$ cat src/hdl/pcu_map.vh
// Register map, field positions, reset values and timing for the
// power, clock and reset register bank. Definitions only.
`ifndef PCU_MAP_VH
`define PCU_MAP_VH

// Window bases, as register indices; byte address is four times index
`define PCU_BASE_BLK       10'h200
`define PCU_BASE_NBLK      10'h300

// Register indices inside a window
`define PCU_IDX_CTL        4'h0
`define PCU_IDX_RST_STAT   4'h2
`define PCU_IDX_WAKE_STAT  4'h3
`define PCU_IDX_PRESC      4'h4
`define PCU_IDX_WUE_HI     4'h6
`define PCU_IDX_WUE_LO     4'h7
`define PCU_IDX_TRIM_HI    4'hE
`define PCU_IDX_TRIM_LO    4'hF

// Control register fields
`define PCU_CTL_OT_MASK    15
`define PCU_CTL_UV_MASK    14
`define PCU_CTL_RST_MASK   13
`define PCU_CTL_PF_MASK_HI 11
`define PCU_CTL_PF_MASK_LO 10
`define PCU_CTL_MD_MASK_HI 9
`define PCU_CTL_MD_MASK_LO 8
`define PCU_CTL_OT_IRQ     7
`define PCU_CTL_UV_IRQ     6
`define PCU_CTL_RST_CMD    5
`define PCU_CTL_PF_HI      3
`define PCU_CTL_PF_LO      2
`define PCU_CTL_MD_HI      1
`define PCU_CTL_MD_LO      0

// Operating modes
`define PCU_MODE_NORMAL    2'h0
`define PCU_MODE_STOP      2'h1
`define PCU_MODE_SLEEP     2'h2
`define PCU_MODE_CRANK     2'h3

// Reset values
`define PCU_CTL_RESET      8'h00
`define PCU_PRESC_RESET    16'h7D00
`define PCU_WUE_RESET      8'h00

// AXI responses
`define PCU_RESP_OKAY      2'h0
`define PCU_RESP_SLVERR    2'h2

// Die reset pulse on the external reset output
`define PCU_CLK_PERIOD_NS  4
`define PCU_RST_PULSE_NS   1000
`define PCU_RST_PULSE_CYC  ((`PCU_RST_PULSE_NS + `PCU_CLK_PERIOD_NS - 1) / `PCU_CLK_PERIOD_NS)

`endif

$ cat src/hdl/pcu_regs.v
// Power, clock and reset register bank with an AXI4-Lite slave port.
// Assumes one clock (mclk); condition and event inputs come from other
// logic and pins and are synchronised here. Trim inputs are static.
`timescale 1ns/1ns
`include "pcu_map.vh"

// Function
// - Registers decode at offset plus base 0x0200 or 0x300.
// - Overtemp interrupt control changes only with mask bit 15 set.
// - Undervolt interrupt control changes only with mask bit 14 set.
// - Reset command with mask resets die logic and drives reset out.
// - Reset command is write-only, needs its mask; writing 0 does nothing.
// - Prescale factor changes only when its mask is written 11.
// - Prescale factor divides the 1 ms tick by 1, 2, 4 or 8.
// - Mode changes only when its mask is written 11.
// - Mode 00 normal, 01 stop, 10 sleep.
// - Mode 11 is cranking if enabled, otherwise stop.
// - Overtemp interrupt control is inverted: 0 enables.
// - Undervolt interrupt control is inverted: 0 enables.
// - Writing 1 to a status bit clears it; 0 leaves it.
// - Sixteen-bit read/write millisecond divider at offset 0x04.
// - Read-only trim at 0x0E/0x0F: 13-bit value plus top flag.
// - Overtemp/undervolt flags are live; writing 1 clears interrupt source.
// - Command reset flag set by command reset, held until cleared.
// - Wake flags record which enabled wake source rose, in any mode.
module pcu_regs #(
	parameter        RST_PULSE_CYC = `PCU_RST_PULSE_CYC,
	parameter [15:0] PRESC_RESET   = `PCU_PRESC_RESET
) (
	input  wire        mclk,
	input  wire        reset,
	input  wire [11:0] s_axi_awaddr,
	input  wire [2:0]  s_axi_awprot,
	input  wire        s_axi_awvalid,
	output wire        s_axi_awready,
	input  wire [31:0] s_axi_wdata,
	input  wire [3:0]  s_axi_wstrb,
	input  wire        s_axi_wvalid,
	output wire        s_axi_wready,
	output reg  [1:0]  s_axi_bresp,
	output reg         s_axi_bvalid,
	input  wire        s_axi_bready,
	input  wire [11:0] s_axi_araddr,
	input  wire [2:0]  s_axi_arprot,
	input  wire        s_axi_arvalid,
	output wire        s_axi_arready,
	output reg  [31:0] s_axi_rdata,
	output reg  [1:0]  s_axi_rresp,
	output reg         s_axi_rvalid,
	input  wire        s_axi_rready,
	input  wire        overtemp_cond,
	input  wire        undervolt_cond,
	input  wire [4:0]  reset_cause_evt,
	input  wire [7:0]  wake_evt,
	input  wire        crank_feature_en,
	input  wire        ms_tick,
	input  wire [12:0] trim_value,
	input  wire        trim_flag,
	output reg         overtemp_irq_en,
	output reg         undervolt_irq_en,
	output reg         overtemp_irq_clr,
	output reg         undervolt_irq_clr,
	output reg         die_reset_out,
	output reg  [1:0]  mode_state,
	output reg         cranking_active,
	output reg         scaled_tick,
	output reg  [15:0] ms_divider_value,
	output reg  [8:0]  wake_enable
);

	localparam ST_RUN  = 2'b01;
	localparam ST_HOLD = 2'b10;
	localparam SYNC_W  = 31;
	localparam EVT_W   = 14;

	// Returns {hit, index}; both windows map the same registers
	function [4:0] pcu_decode;
		input [11:0] addr;
		reg   [9:0]  word;
		begin
			word = addr[11:2];
			pcu_decode = 5'h00;
			if (({word[9:4], 4'h0} == `PCU_BASE_BLK)
				|| ({word[9:4], 4'h0} == `PCU_BASE_NBLK))
			begin
				case (word[3:0])
					`PCU_IDX_CTL, `PCU_IDX_RST_STAT, `PCU_IDX_WAKE_STAT,
					`PCU_IDX_PRESC, `PCU_IDX_WUE_HI, `PCU_IDX_WUE_LO,
					`PCU_IDX_TRIM_HI, `PCU_IDX_TRIM_LO:
						pcu_decode = {1'b1, word[3:0]};
					default:
						pcu_decode = 5'h00;
				endcase
			end
		end
	endfunction

	// Input synchronisers
	reg  [SYNC_W-1:0] sync_a;
	reg  [SYNC_W-1:0] sync_b;
	reg  [EVT_W-1:0]  evt_prev;
	wire [SYNC_W-1:0] raw_in;
	wire [EVT_W-1:0]  evt_now;
	wire [EVT_W-1:0]  evt_rise;
	wire              ot_live;
	wire              uv_live;
	wire              crank_ok;
	wire [12:0]       trim_s;
	wire              trim_flag_s;

	assign raw_in = {overtemp_cond, undervolt_cond, crank_feature_en,
		trim_flag, trim_value, ms_tick, reset_cause_evt, wake_evt};
	assign ot_live     = sync_b[30];
	assign uv_live     = sync_b[29];
	assign crank_ok    = sync_b[28];
	assign trim_flag_s = sync_b[27];
	assign trim_s      = sync_b[26:14];
	assign evt_now     = sync_b[13:0];
	assign evt_rise    = evt_now & ~evt_prev;

	always @(posedge mclk)
	begin
		if (reset)
		begin
			sync_a   <= {SYNC_W{1'b0}};
			sync_b   <= {SYNC_W{1'b0}};
			evt_prev <= {EVT_W{1'b0}};
		end
		else
		begin
			sync_a   <= raw_in;
			sync_b   <= sync_a;
			evt_prev <= evt_now;
		end
	end

	// Bus slave state
	reg  [11:0] aw_addr;
	reg         aw_held;
	reg  [31:0] w_data;
	reg  [3:0]  w_strb;
	reg         w_held;
	wire        do_write;
	wire [4:0]  wr_dec;
	wire [4:0]  rd_dec;
	wire        wr_hit;
	wire [3:0]  wr_idx;
	wire        full16;
	wire        low8;

	assign s_axi_awready = ~aw_held;
	assign s_axi_wready  = ~w_held;
	assign s_axi_arready = ~s_axi_rvalid;
	assign do_write      = aw_held & w_held & ~s_axi_bvalid;
	assign wr_dec        = pcu_decode(aw_addr);
	assign rd_dec        = pcu_decode(s_axi_araddr);
	assign wr_hit        = do_write & wr_dec[4];
	assign wr_idx        = wr_dec[3:0];
	// Partial writes to 16-bit registers are dropped
	assign full16        = (w_strb[1:0] == 2'b11);
	assign low8          = w_strb[0];

	always @(posedge mclk)
	begin
		if (reset)
		begin
			aw_addr      <= 12'h000;
			aw_held      <= 1'b0;
			w_data       <= 32'h00000000;
			w_strb       <= 4'h0;
			w_held       <= 1'b0;
			s_axi_bvalid <= 1'b0;
			s_axi_bresp  <= `PCU_RESP_OKAY;
		end
		else
		begin
			if (s_axi_awvalid && !aw_held)
			begin
				aw_addr <= s_axi_awaddr;
				aw_held <= 1'b1;
			end
			if (s_axi_wvalid && !w_held)
			begin
				w_data <= s_axi_wdata;
				w_strb <= s_axi_wstrb;
				w_held <= 1'b1;
			end
			if (do_write)
			begin
				aw_held      <= 1'b0;
				w_held       <= 1'b0;
				s_axi_bvalid <= 1'b1;
				s_axi_bresp  <= wr_dec[4] ? `PCU_RESP_OKAY
					: `PCU_RESP_SLVERR;
			end
			else if (s_axi_bvalid && s_axi_bready)
				s_axi_bvalid <= 1'b0;
		end
	end

	// Write decodes per register
	wire wr_ctl;
	wire wr_rst_stat;
	wire wr_wake_stat;
	wire wr_presc;
	wire wr_wue_hi;
	wire wr_wue_lo;
	wire rst_cmd;

	assign wr_ctl       = wr_hit && wr_idx == `PCU_IDX_CTL && full16;
	assign wr_rst_stat  = wr_hit && wr_idx == `PCU_IDX_RST_STAT && low8;
	assign wr_wake_stat = wr_hit && wr_idx == `PCU_IDX_WAKE_STAT && low8;
	assign wr_presc     = wr_hit && wr_idx == `PCU_IDX_PRESC && full16;
	assign wr_wue_hi    = wr_hit && wr_idx == `PCU_IDX_WUE_HI && low8;
	assign wr_wue_lo    = wr_hit && wr_idx == `PCU_IDX_WUE_LO && low8;
	// Reserved bits 12 and 4 are not decoded at all
	assign rst_cmd      = wr_ctl && w_data[`PCU_CTL_RST_MASK]
		&& w_data[`PCU_CTL_RST_CMD];

	// Command reset sequencer
	reg  [1:0] rst_state;
	reg  [8:0] rst_cnt;
	wire       die_rst;

	// Control logic stays cleared for the whole pulse
	assign die_rst = reset | rst_cmd | rst_state[1];

	always @(posedge mclk)
	begin
		if (reset)
		begin
			rst_state     <= ST_RUN;
			rst_cnt       <= 9'h000;
			die_reset_out <= 1'b0;
		end
		else
		begin
			case (rst_state)
				ST_RUN:
					if (rst_cmd)
					begin
						rst_state     <= ST_HOLD;
						rst_cnt       <= RST_PULSE_CYC[8:0] - 9'h001;
						die_reset_out <= 1'b1;
					end
				ST_HOLD:
					if (rst_cnt == 9'h000)
					begin
						rst_state     <= ST_RUN;
						die_reset_out <= 1'b0;
					end
					else
						rst_cnt <= rst_cnt - 9'h001;
				default:
				begin
					rst_state     <= ST_RUN;
					die_reset_out <= 1'b0;
				end
			endcase
		end
	end

	// Control fields
	reg [1:0] pf;
	reg [1:0] mode;
	reg       ot_ctl;
	reg       uv_ctl;

	always @(posedge mclk)
	begin
		if (die_rst)
		begin
			ot_ctl <= 1'b0;
			uv_ctl <= 1'b0;
			pf     <= 2'h0;
			mode   <= `PCU_MODE_NORMAL;
		end
		else if (wr_ctl)
		begin
			if (w_data[`PCU_CTL_OT_MASK])
				ot_ctl <= w_data[`PCU_CTL_OT_IRQ];
			if (w_data[`PCU_CTL_UV_MASK])
				uv_ctl <= w_data[`PCU_CTL_UV_IRQ];
			if (w_data[`PCU_CTL_PF_MASK_HI:`PCU_CTL_PF_MASK_LO] == 2'b11)
				pf <= w_data[`PCU_CTL_PF_HI:`PCU_CTL_PF_LO];
			if (w_data[`PCU_CTL_MD_MASK_HI:`PCU_CTL_MD_MASK_LO] == 2'b11)
				mode <= w_data[`PCU_CTL_MD_HI:`PCU_CTL_MD_LO];
		end
	end

	// Effective mode and interrupt enables
	always @(posedge mclk)
	begin
		if (reset)
		begin
			overtemp_irq_en  <= 1'b0;
			undervolt_irq_en <= 1'b0;
			mode_state       <= `PCU_MODE_NORMAL;
			cranking_active  <= 1'b0;
		end
		else
		begin
			overtemp_irq_en  <= ~ot_ctl;
			undervolt_irq_en <= ~uv_ctl;
			if (mode == `PCU_MODE_CRANK && !crank_ok)
				mode_state <= `PCU_MODE_STOP;
			else
				mode_state <= mode;
			cranking_active <= (mode == `PCU_MODE_CRANK) && crank_ok;
		end
	end

	// Divider value and wake enables
	always @(posedge mclk)
	begin
		if (die_rst)
		begin
			ms_divider_value <= PRESC_RESET;
			wake_enable      <= {1'b0, `PCU_WUE_RESET};
		end
		else
		begin
			if (wr_presc)
				ms_divider_value <= w_data[15:0];
			if (wr_wue_hi)
				wake_enable[7:0] <= w_data[7:0];
			if (wr_wue_lo)
				wake_enable[8] <= w_data[7];
		end
	end

	// Tick divider: 1, 2, 4 or 8 input ticks per output tick
	reg  [2:0] tick_cnt;
	wire [2:0] tick_top;
	wire       tick_in;

	assign tick_in  = evt_rise[13];
	assign tick_top = (3'h1 << pf) - 3'h1;

	always @(posedge mclk)
	begin
		if (die_rst)
		begin
			tick_cnt    <= 3'h0;
			scaled_tick <= 1'b0;
		end
		else
		begin
			scaled_tick <= 1'b0;
			if (tick_in)
			begin
				if (tick_cnt >= tick_top)
				begin
					tick_cnt    <= 3'h0;
					scaled_tick <= 1'b1;
				end
				else
					tick_cnt <= tick_cnt + 3'h1;
			end
		end
	end

	// Sticky status flags survive a command reset so the cause stays
	// visible; a set in the same cycle as a clear wins.
	reg  [5:0] rst_flags;
	reg  [7:0] wake_flags;
	wire [5:0] rst_set;
	wire [5:0] rst_clr;
	wire [7:0] wake_set;
	wire [7:0] wake_clr;

	// Bits: cmd reset, watchdog, high/low voltage, lifetime wake, lpm wake
	assign rst_set = {rst_cmd, evt_rise[12:10], evt_rise[9] & wake_enable[8],
		evt_rise[8]};
	assign rst_clr = wr_rst_stat ? w_data[5:0] : 6'h00;
	assign wake_clr = wr_wake_stat ? w_data[7:0] : 8'h00;

	genvar g;
	generate
		for (g = 0; g < 8; g = g + 1)
		begin : g_wake
			assign wake_set[g] = evt_rise[g] & wake_enable[g];
		end
	endgenerate

	always @(posedge mclk)
	begin
		if (reset)
		begin
			rst_flags  <= 6'h00;
			wake_flags <= 8'h00;
		end
		else
		begin
			rst_flags  <= (rst_flags & ~rst_clr) | rst_set;
			wake_flags <= (wake_flags & ~wake_clr) | wake_set;
		end
	end

	// Live condition flags cannot clear; a 1 pulses the source clear
	always @(posedge mclk)
	begin
		if (reset)
		begin
			overtemp_irq_clr  <= 1'b0;
			undervolt_irq_clr <= 1'b0;
		end
		else
		begin
			overtemp_irq_clr  <= wr_rst_stat & w_data[7];
			undervolt_irq_clr <= wr_rst_stat & w_data[6];
		end
	end

	// Read path
	reg [31:0] rd_mux;

	always @*
	begin
		rd_mux = 32'h00000000;
		case (rd_dec[3:0])
			`PCU_IDX_CTL:
				rd_mux[7:0] = {ot_ctl, uv_ctl, 2'b00, pf, mode};
			`PCU_IDX_RST_STAT:
				rd_mux[7:0] = {ot_live, uv_live, rst_flags};
			`PCU_IDX_WAKE_STAT:
				rd_mux[7:0] = wake_flags;
			`PCU_IDX_PRESC:
				rd_mux[15:0] = ms_divider_value;
			`PCU_IDX_WUE_HI:
				rd_mux[7:0] = wake_enable[7:0];
			`PCU_IDX_WUE_LO:
				rd_mux[7:0] = {wake_enable[8], 7'h00};
			`PCU_IDX_TRIM_HI:
				rd_mux[7:0] = {trim_flag_s, 2'b00, trim_s[12:8]};
			`PCU_IDX_TRIM_LO:
				rd_mux[7:0] = trim_s[7:0];
			default:
				rd_mux = 32'h00000000;
		endcase
	end

	always @(posedge mclk)
	begin
		if (reset)
		begin
			s_axi_rvalid <= 1'b0;
			s_axi_rdata  <= 32'h00000000;
			s_axi_rresp  <= `PCU_RESP_OKAY;
		end
		else if (s_axi_arvalid && !s_axi_rvalid)
		begin
			s_axi_rvalid <= 1'b1;
			s_axi_rdata  <= rd_dec[4] ? rd_mux : 32'h00000000;
			s_axi_rresp  <= rd_dec[4] ? `PCU_RESP_OKAY : `PCU_RESP_SLVERR;
		end
		else if (s_axi_rvalid && s_axi_rready)
			s_axi_rvalid <= 1'b0;
	end

endmodule

$ cat config.mk
export PLATFORM = sky130hd
export DESIGN_NAME = pcu_regs
export DESIGN_NICKNAME = d
export VERILOG_FILES = /design/src/hdl/pcu_regs.v
export VERILOG_INCLUDE_DIRS = /design/src /design/src/hdl
export SDC_FILE = /design/constraint.sdc
export NUM_CORES = 1
export LEC_CHECK = 0
export BUFFER_PORTS_ARGS = -buffer_cell sky130_fd_sc_hd__clkbuf_2
export CORE_MARGIN = 2
export CORE_UTILIZATION = 53
export CTS_CLUSTER_DIAMETER = 150
export DETAILED_ROUTE_END_ITERATION = 10
export PLACE_DENSITY = 0.89
export SLEW_MARGIN = 40
export SYNTH_ARGS = -nofsm -noshare
export SYNTH_HDL_FRONTEND = slang
export SYNTH_SLANG_ARGS = --single-unit
$ cat constraint.sdc
create_clock -name mclk -period 2.35 [get_ports mclk]
set_clock_uncertainty 0.15 [all_clocks]
set_input_delay 0.1175 -clock mclk [delete_from_list [all_inputs] [get_ports mclk]]
set_output_delay 0.1175 -clock mclk [all_outputs]
set_load 0.02 [all_outputs]
==> metrics <==
number of cell rows=42; Final period util=91.1%; crit-path max FO=15; Clock Sinks=192; Required @ worst endpoint=2.53 ns; Buffers on Ports=130; postcts setup bufs=0; Setup crit start kind=register; DRT antenna net count=0; outcome=finished clean; FF-to-FF setup slack=0.21 ns; synthesized area per cell=roughly 9 um^2; adder-cell share of the synthesized area=0.860%; hold path cells=4; Max Slew Vio Count=0; Setup crit end kind=register; Num CTS Buffers=17; total number of vias=6366; Fmax achieved=467 MHz; Final Hold Fails=0; # H-tree levels=4; synth unique cells=57; cell total after placement=1073; yosys warns=0; vias in the first global route=6197; diode count=0; main combinational cell family by area after synthesis=simple AND/OR/NAND/NOR gates; Tot GR Track Use=26.5%; power per cell area=705 nW/um^2; Mapped Cells=787; RR Startpoint=aw_addr[5]; initial DRC count=553; Synth area leaders=dfxtp_1 53%, nor2b_1 7.0%, nand2_1 5.4%; post-CTS sizing=0; post-DP HPWL=12500 um; Hold Crit Class=in2reg; die height=121 um; CTS root buf=clkbuf_16; worst path arrival time=about 2.3 ns; pin slew with the least headroom to its limit=0.719 ns; register bit total from synthesis=192; Post-synth EDFFs=0; Syn Std Cell Area=7270 um^2; antenna violations before repair=0; Die ar.=14700 um^2; CTS max path bufs=2; Core ar.=around 13000 um^2; top post-synthesis cells by count=192 x dfxtp_1, 105 x nand2_1, 81 x nor2b_1, 66 x a21oi_1, 53 x nor2_1; die width=121 um; GR Overflow Total=0; post-synthesis compound-gate area fraction=12.7%; Top FF cell, synth=dfxtp_1; HP Start=s_axi_araddr[5]; register area share after synthesis=52.9%; Slowest Stage Delay on Critical Path=just under 0.5 ns; Slowest cell on crit path=or3_1; final wirelength=19100 um; P&R area growth vs syn=27.8%; Clock Latency Late Sink=0.44 ns; Synth area leader=dfxtp_1; Finished Layout Cells=roughly 1200; post-synthesis xor/xnor area fraction=0.241%; Finish-stage setup viols=0; top-count cell post-synth=dfxtp_1; DR WL/cell=16.3 um; RSZ-0062 raised after global routing=false; Tot Pwr=~6500 uW; CTS tree=built; max_slew headroom=52.0%; setup TNS=0 ns; largest net degree at the start of global routing=77; clock-pin slew on the worst setup and hold paths=0.07 ns; worst vdd ir=0.573 mV; WS Path Type=reg2reg; capturing point of the worst reg2reg path=wake_enable[5]; Async S/R FF share, synth=0%; GP Congestion=about 0.96; Hold-fix buffers, CTS=68; R2R cell count=6; critical path, cell by cell=nor2b_1, o2111ai_2, or3_1, o21ai_2, buf_4, nor2_1; worst hold path endpoint=s_axi_rdata[7]; drt drc=0; Post-Synth Simple-Gate Area=about a quarter; top cell type's share of synthesized area=52.9%; vias per cell=roughly 5.4; global-route wire length before repair=about 30000 um; Tmin final=2.14 ns; fraction of layout cells with a size suffix above 1=20.3%; TritonRoute pass-1 iters=5; Max Cap Violations=0; Initial Util=approximately 55%; Pleak=0.00381 uW; I/O Pins=179; multiplexer share of the synthesized area=4.16%; Net count, final=1093
## power by group
group          total (uW)  internal (uW)  switching, uW
logic                 507            234            273
registers            3420           3350           66.9
clock network        2620           1390           1230
## per-layer routing
layer	vias to the layer above	GRT usage, %	wire length, um
li1	3037	-	-
met1	2929	31.4	7590
met2	338	43.9	9020
met3	62	7.24	1640
met4	0	14.0	833
met5	-	0	0
## critical path, delay by kind of cell, from the launching register on
kind,cells,cell delay (ns)
flops,1,0.38
compound gates,2,0.44
simple gates,3,0.80
buf+inv,1,0.26
## worst max path at each step
stage                 start        endpoint  cells after the start  slack [ns]
5_1_grt          aw_addr[5]  wake_enable[0]                      6        0.10
6_report         aw_addr[5]  wake_enable[5]                      6        0.21
4_1_cts          aw_addr[5]  wake_enable[5]                      6        0.21
3_5_place_dp     aw_addr[5]  wake_enable[0]                      6        0.22
3_3_place_gp     aw_addr[5]  wake_enable[0]                      6        0.28
2_1_floorplan  s_axi_bvalid      rst_cnt[3]                      7        0.33
## per-stage QoR
stage	hold WS [ns]	util [%]	instance area (um^2)	setup slack (ns)
after global placement	0.160	60.8	8080	0.280
after detailed placement	0.162	60.8	8080	0.221
after CTS	0.0314	69.9	9290	0.208
after global routing	0.0499	69.9	9290	0.102
final	0.0511	69.9	9290	0.210
after floorplan	0.0676	-	7340	0.334
## layout by cell type (no fill, tap or decap), types with 3 or more instances in the layout
master | synthesis | routed
o21a_1 | 6 | 6
dfxtp_1 | 192 | 192
ha_1 | 5 | 5
nand2b_1 | 4 | 4
inv_1 | 24 | 24
clkbuf_2 | 0 | 129
a211oi_1 | 8 | 8
or3_4 | 3 | 3
a32o_1 | 5 | 5
and3_1 | 6 | 6
nand2_1 | 105 | 105
clkinv_4 | 0 | 3
a21oi_1 | 66 | 66
o22ai_1 | 6 | 6
nand3b_1 | 3 | 3
mux2i_1 | 28 | 28
nand3_1 | 15 | 15
nor2b_1 | 81 | 81
conb_1 | 1 | 18
clkbuf_1 | 29 | 3
clkbuf_16 | 0 | 17
dlygate4sd3_1 | 0 | 68
o21ai_0 | 20 | 20
a32oi_1 | 8 | 8
nor3_1 | 11 | 11
buf_4 | 23 | 25
or2_2 | 3 | 3
nand4_1 | 14 | 14
or3_1 | 4 | 4
clkinvlp_4 | 0 | 5
nor3b_1 | 3 | 3
nor2_1 | 53 | 53
a22oi_1 | 14 | 14
## flip-flops by register name, indices dropped and copies added, names as in the netlist, 3 cells and up
name              cells
sync_b               31
wake_flags            8
w_data               16
s_axi_rdata          16
sync_a               31
aw_addr               9
wake_enable           9
tick_cnt              3
ms_divider_value     16
rst_flags             6
rst_cnt               9
evt_prev             14
## cells by family after synthesis
group	Yosys count
XOR/XNOR	2
AND/OR/NAND/NOR	324
adder cells (fa/ha/maj)	5
flip-flops	192
buffers and inverters	86
multiplexers	30
other	1
AO/OA/AOI/OAI	147
## final cells by class
class	instances	area [um^2]
inverter	24	90.1
timing repair buffer	223	1530
clock buffer	21	450
fill	954	4000
multi-input combinational	526	3070
sequential	192	3840
tap	176	220
clock inverter	10	83.8
Note: power is estimated with default switching activity, not from simulation.
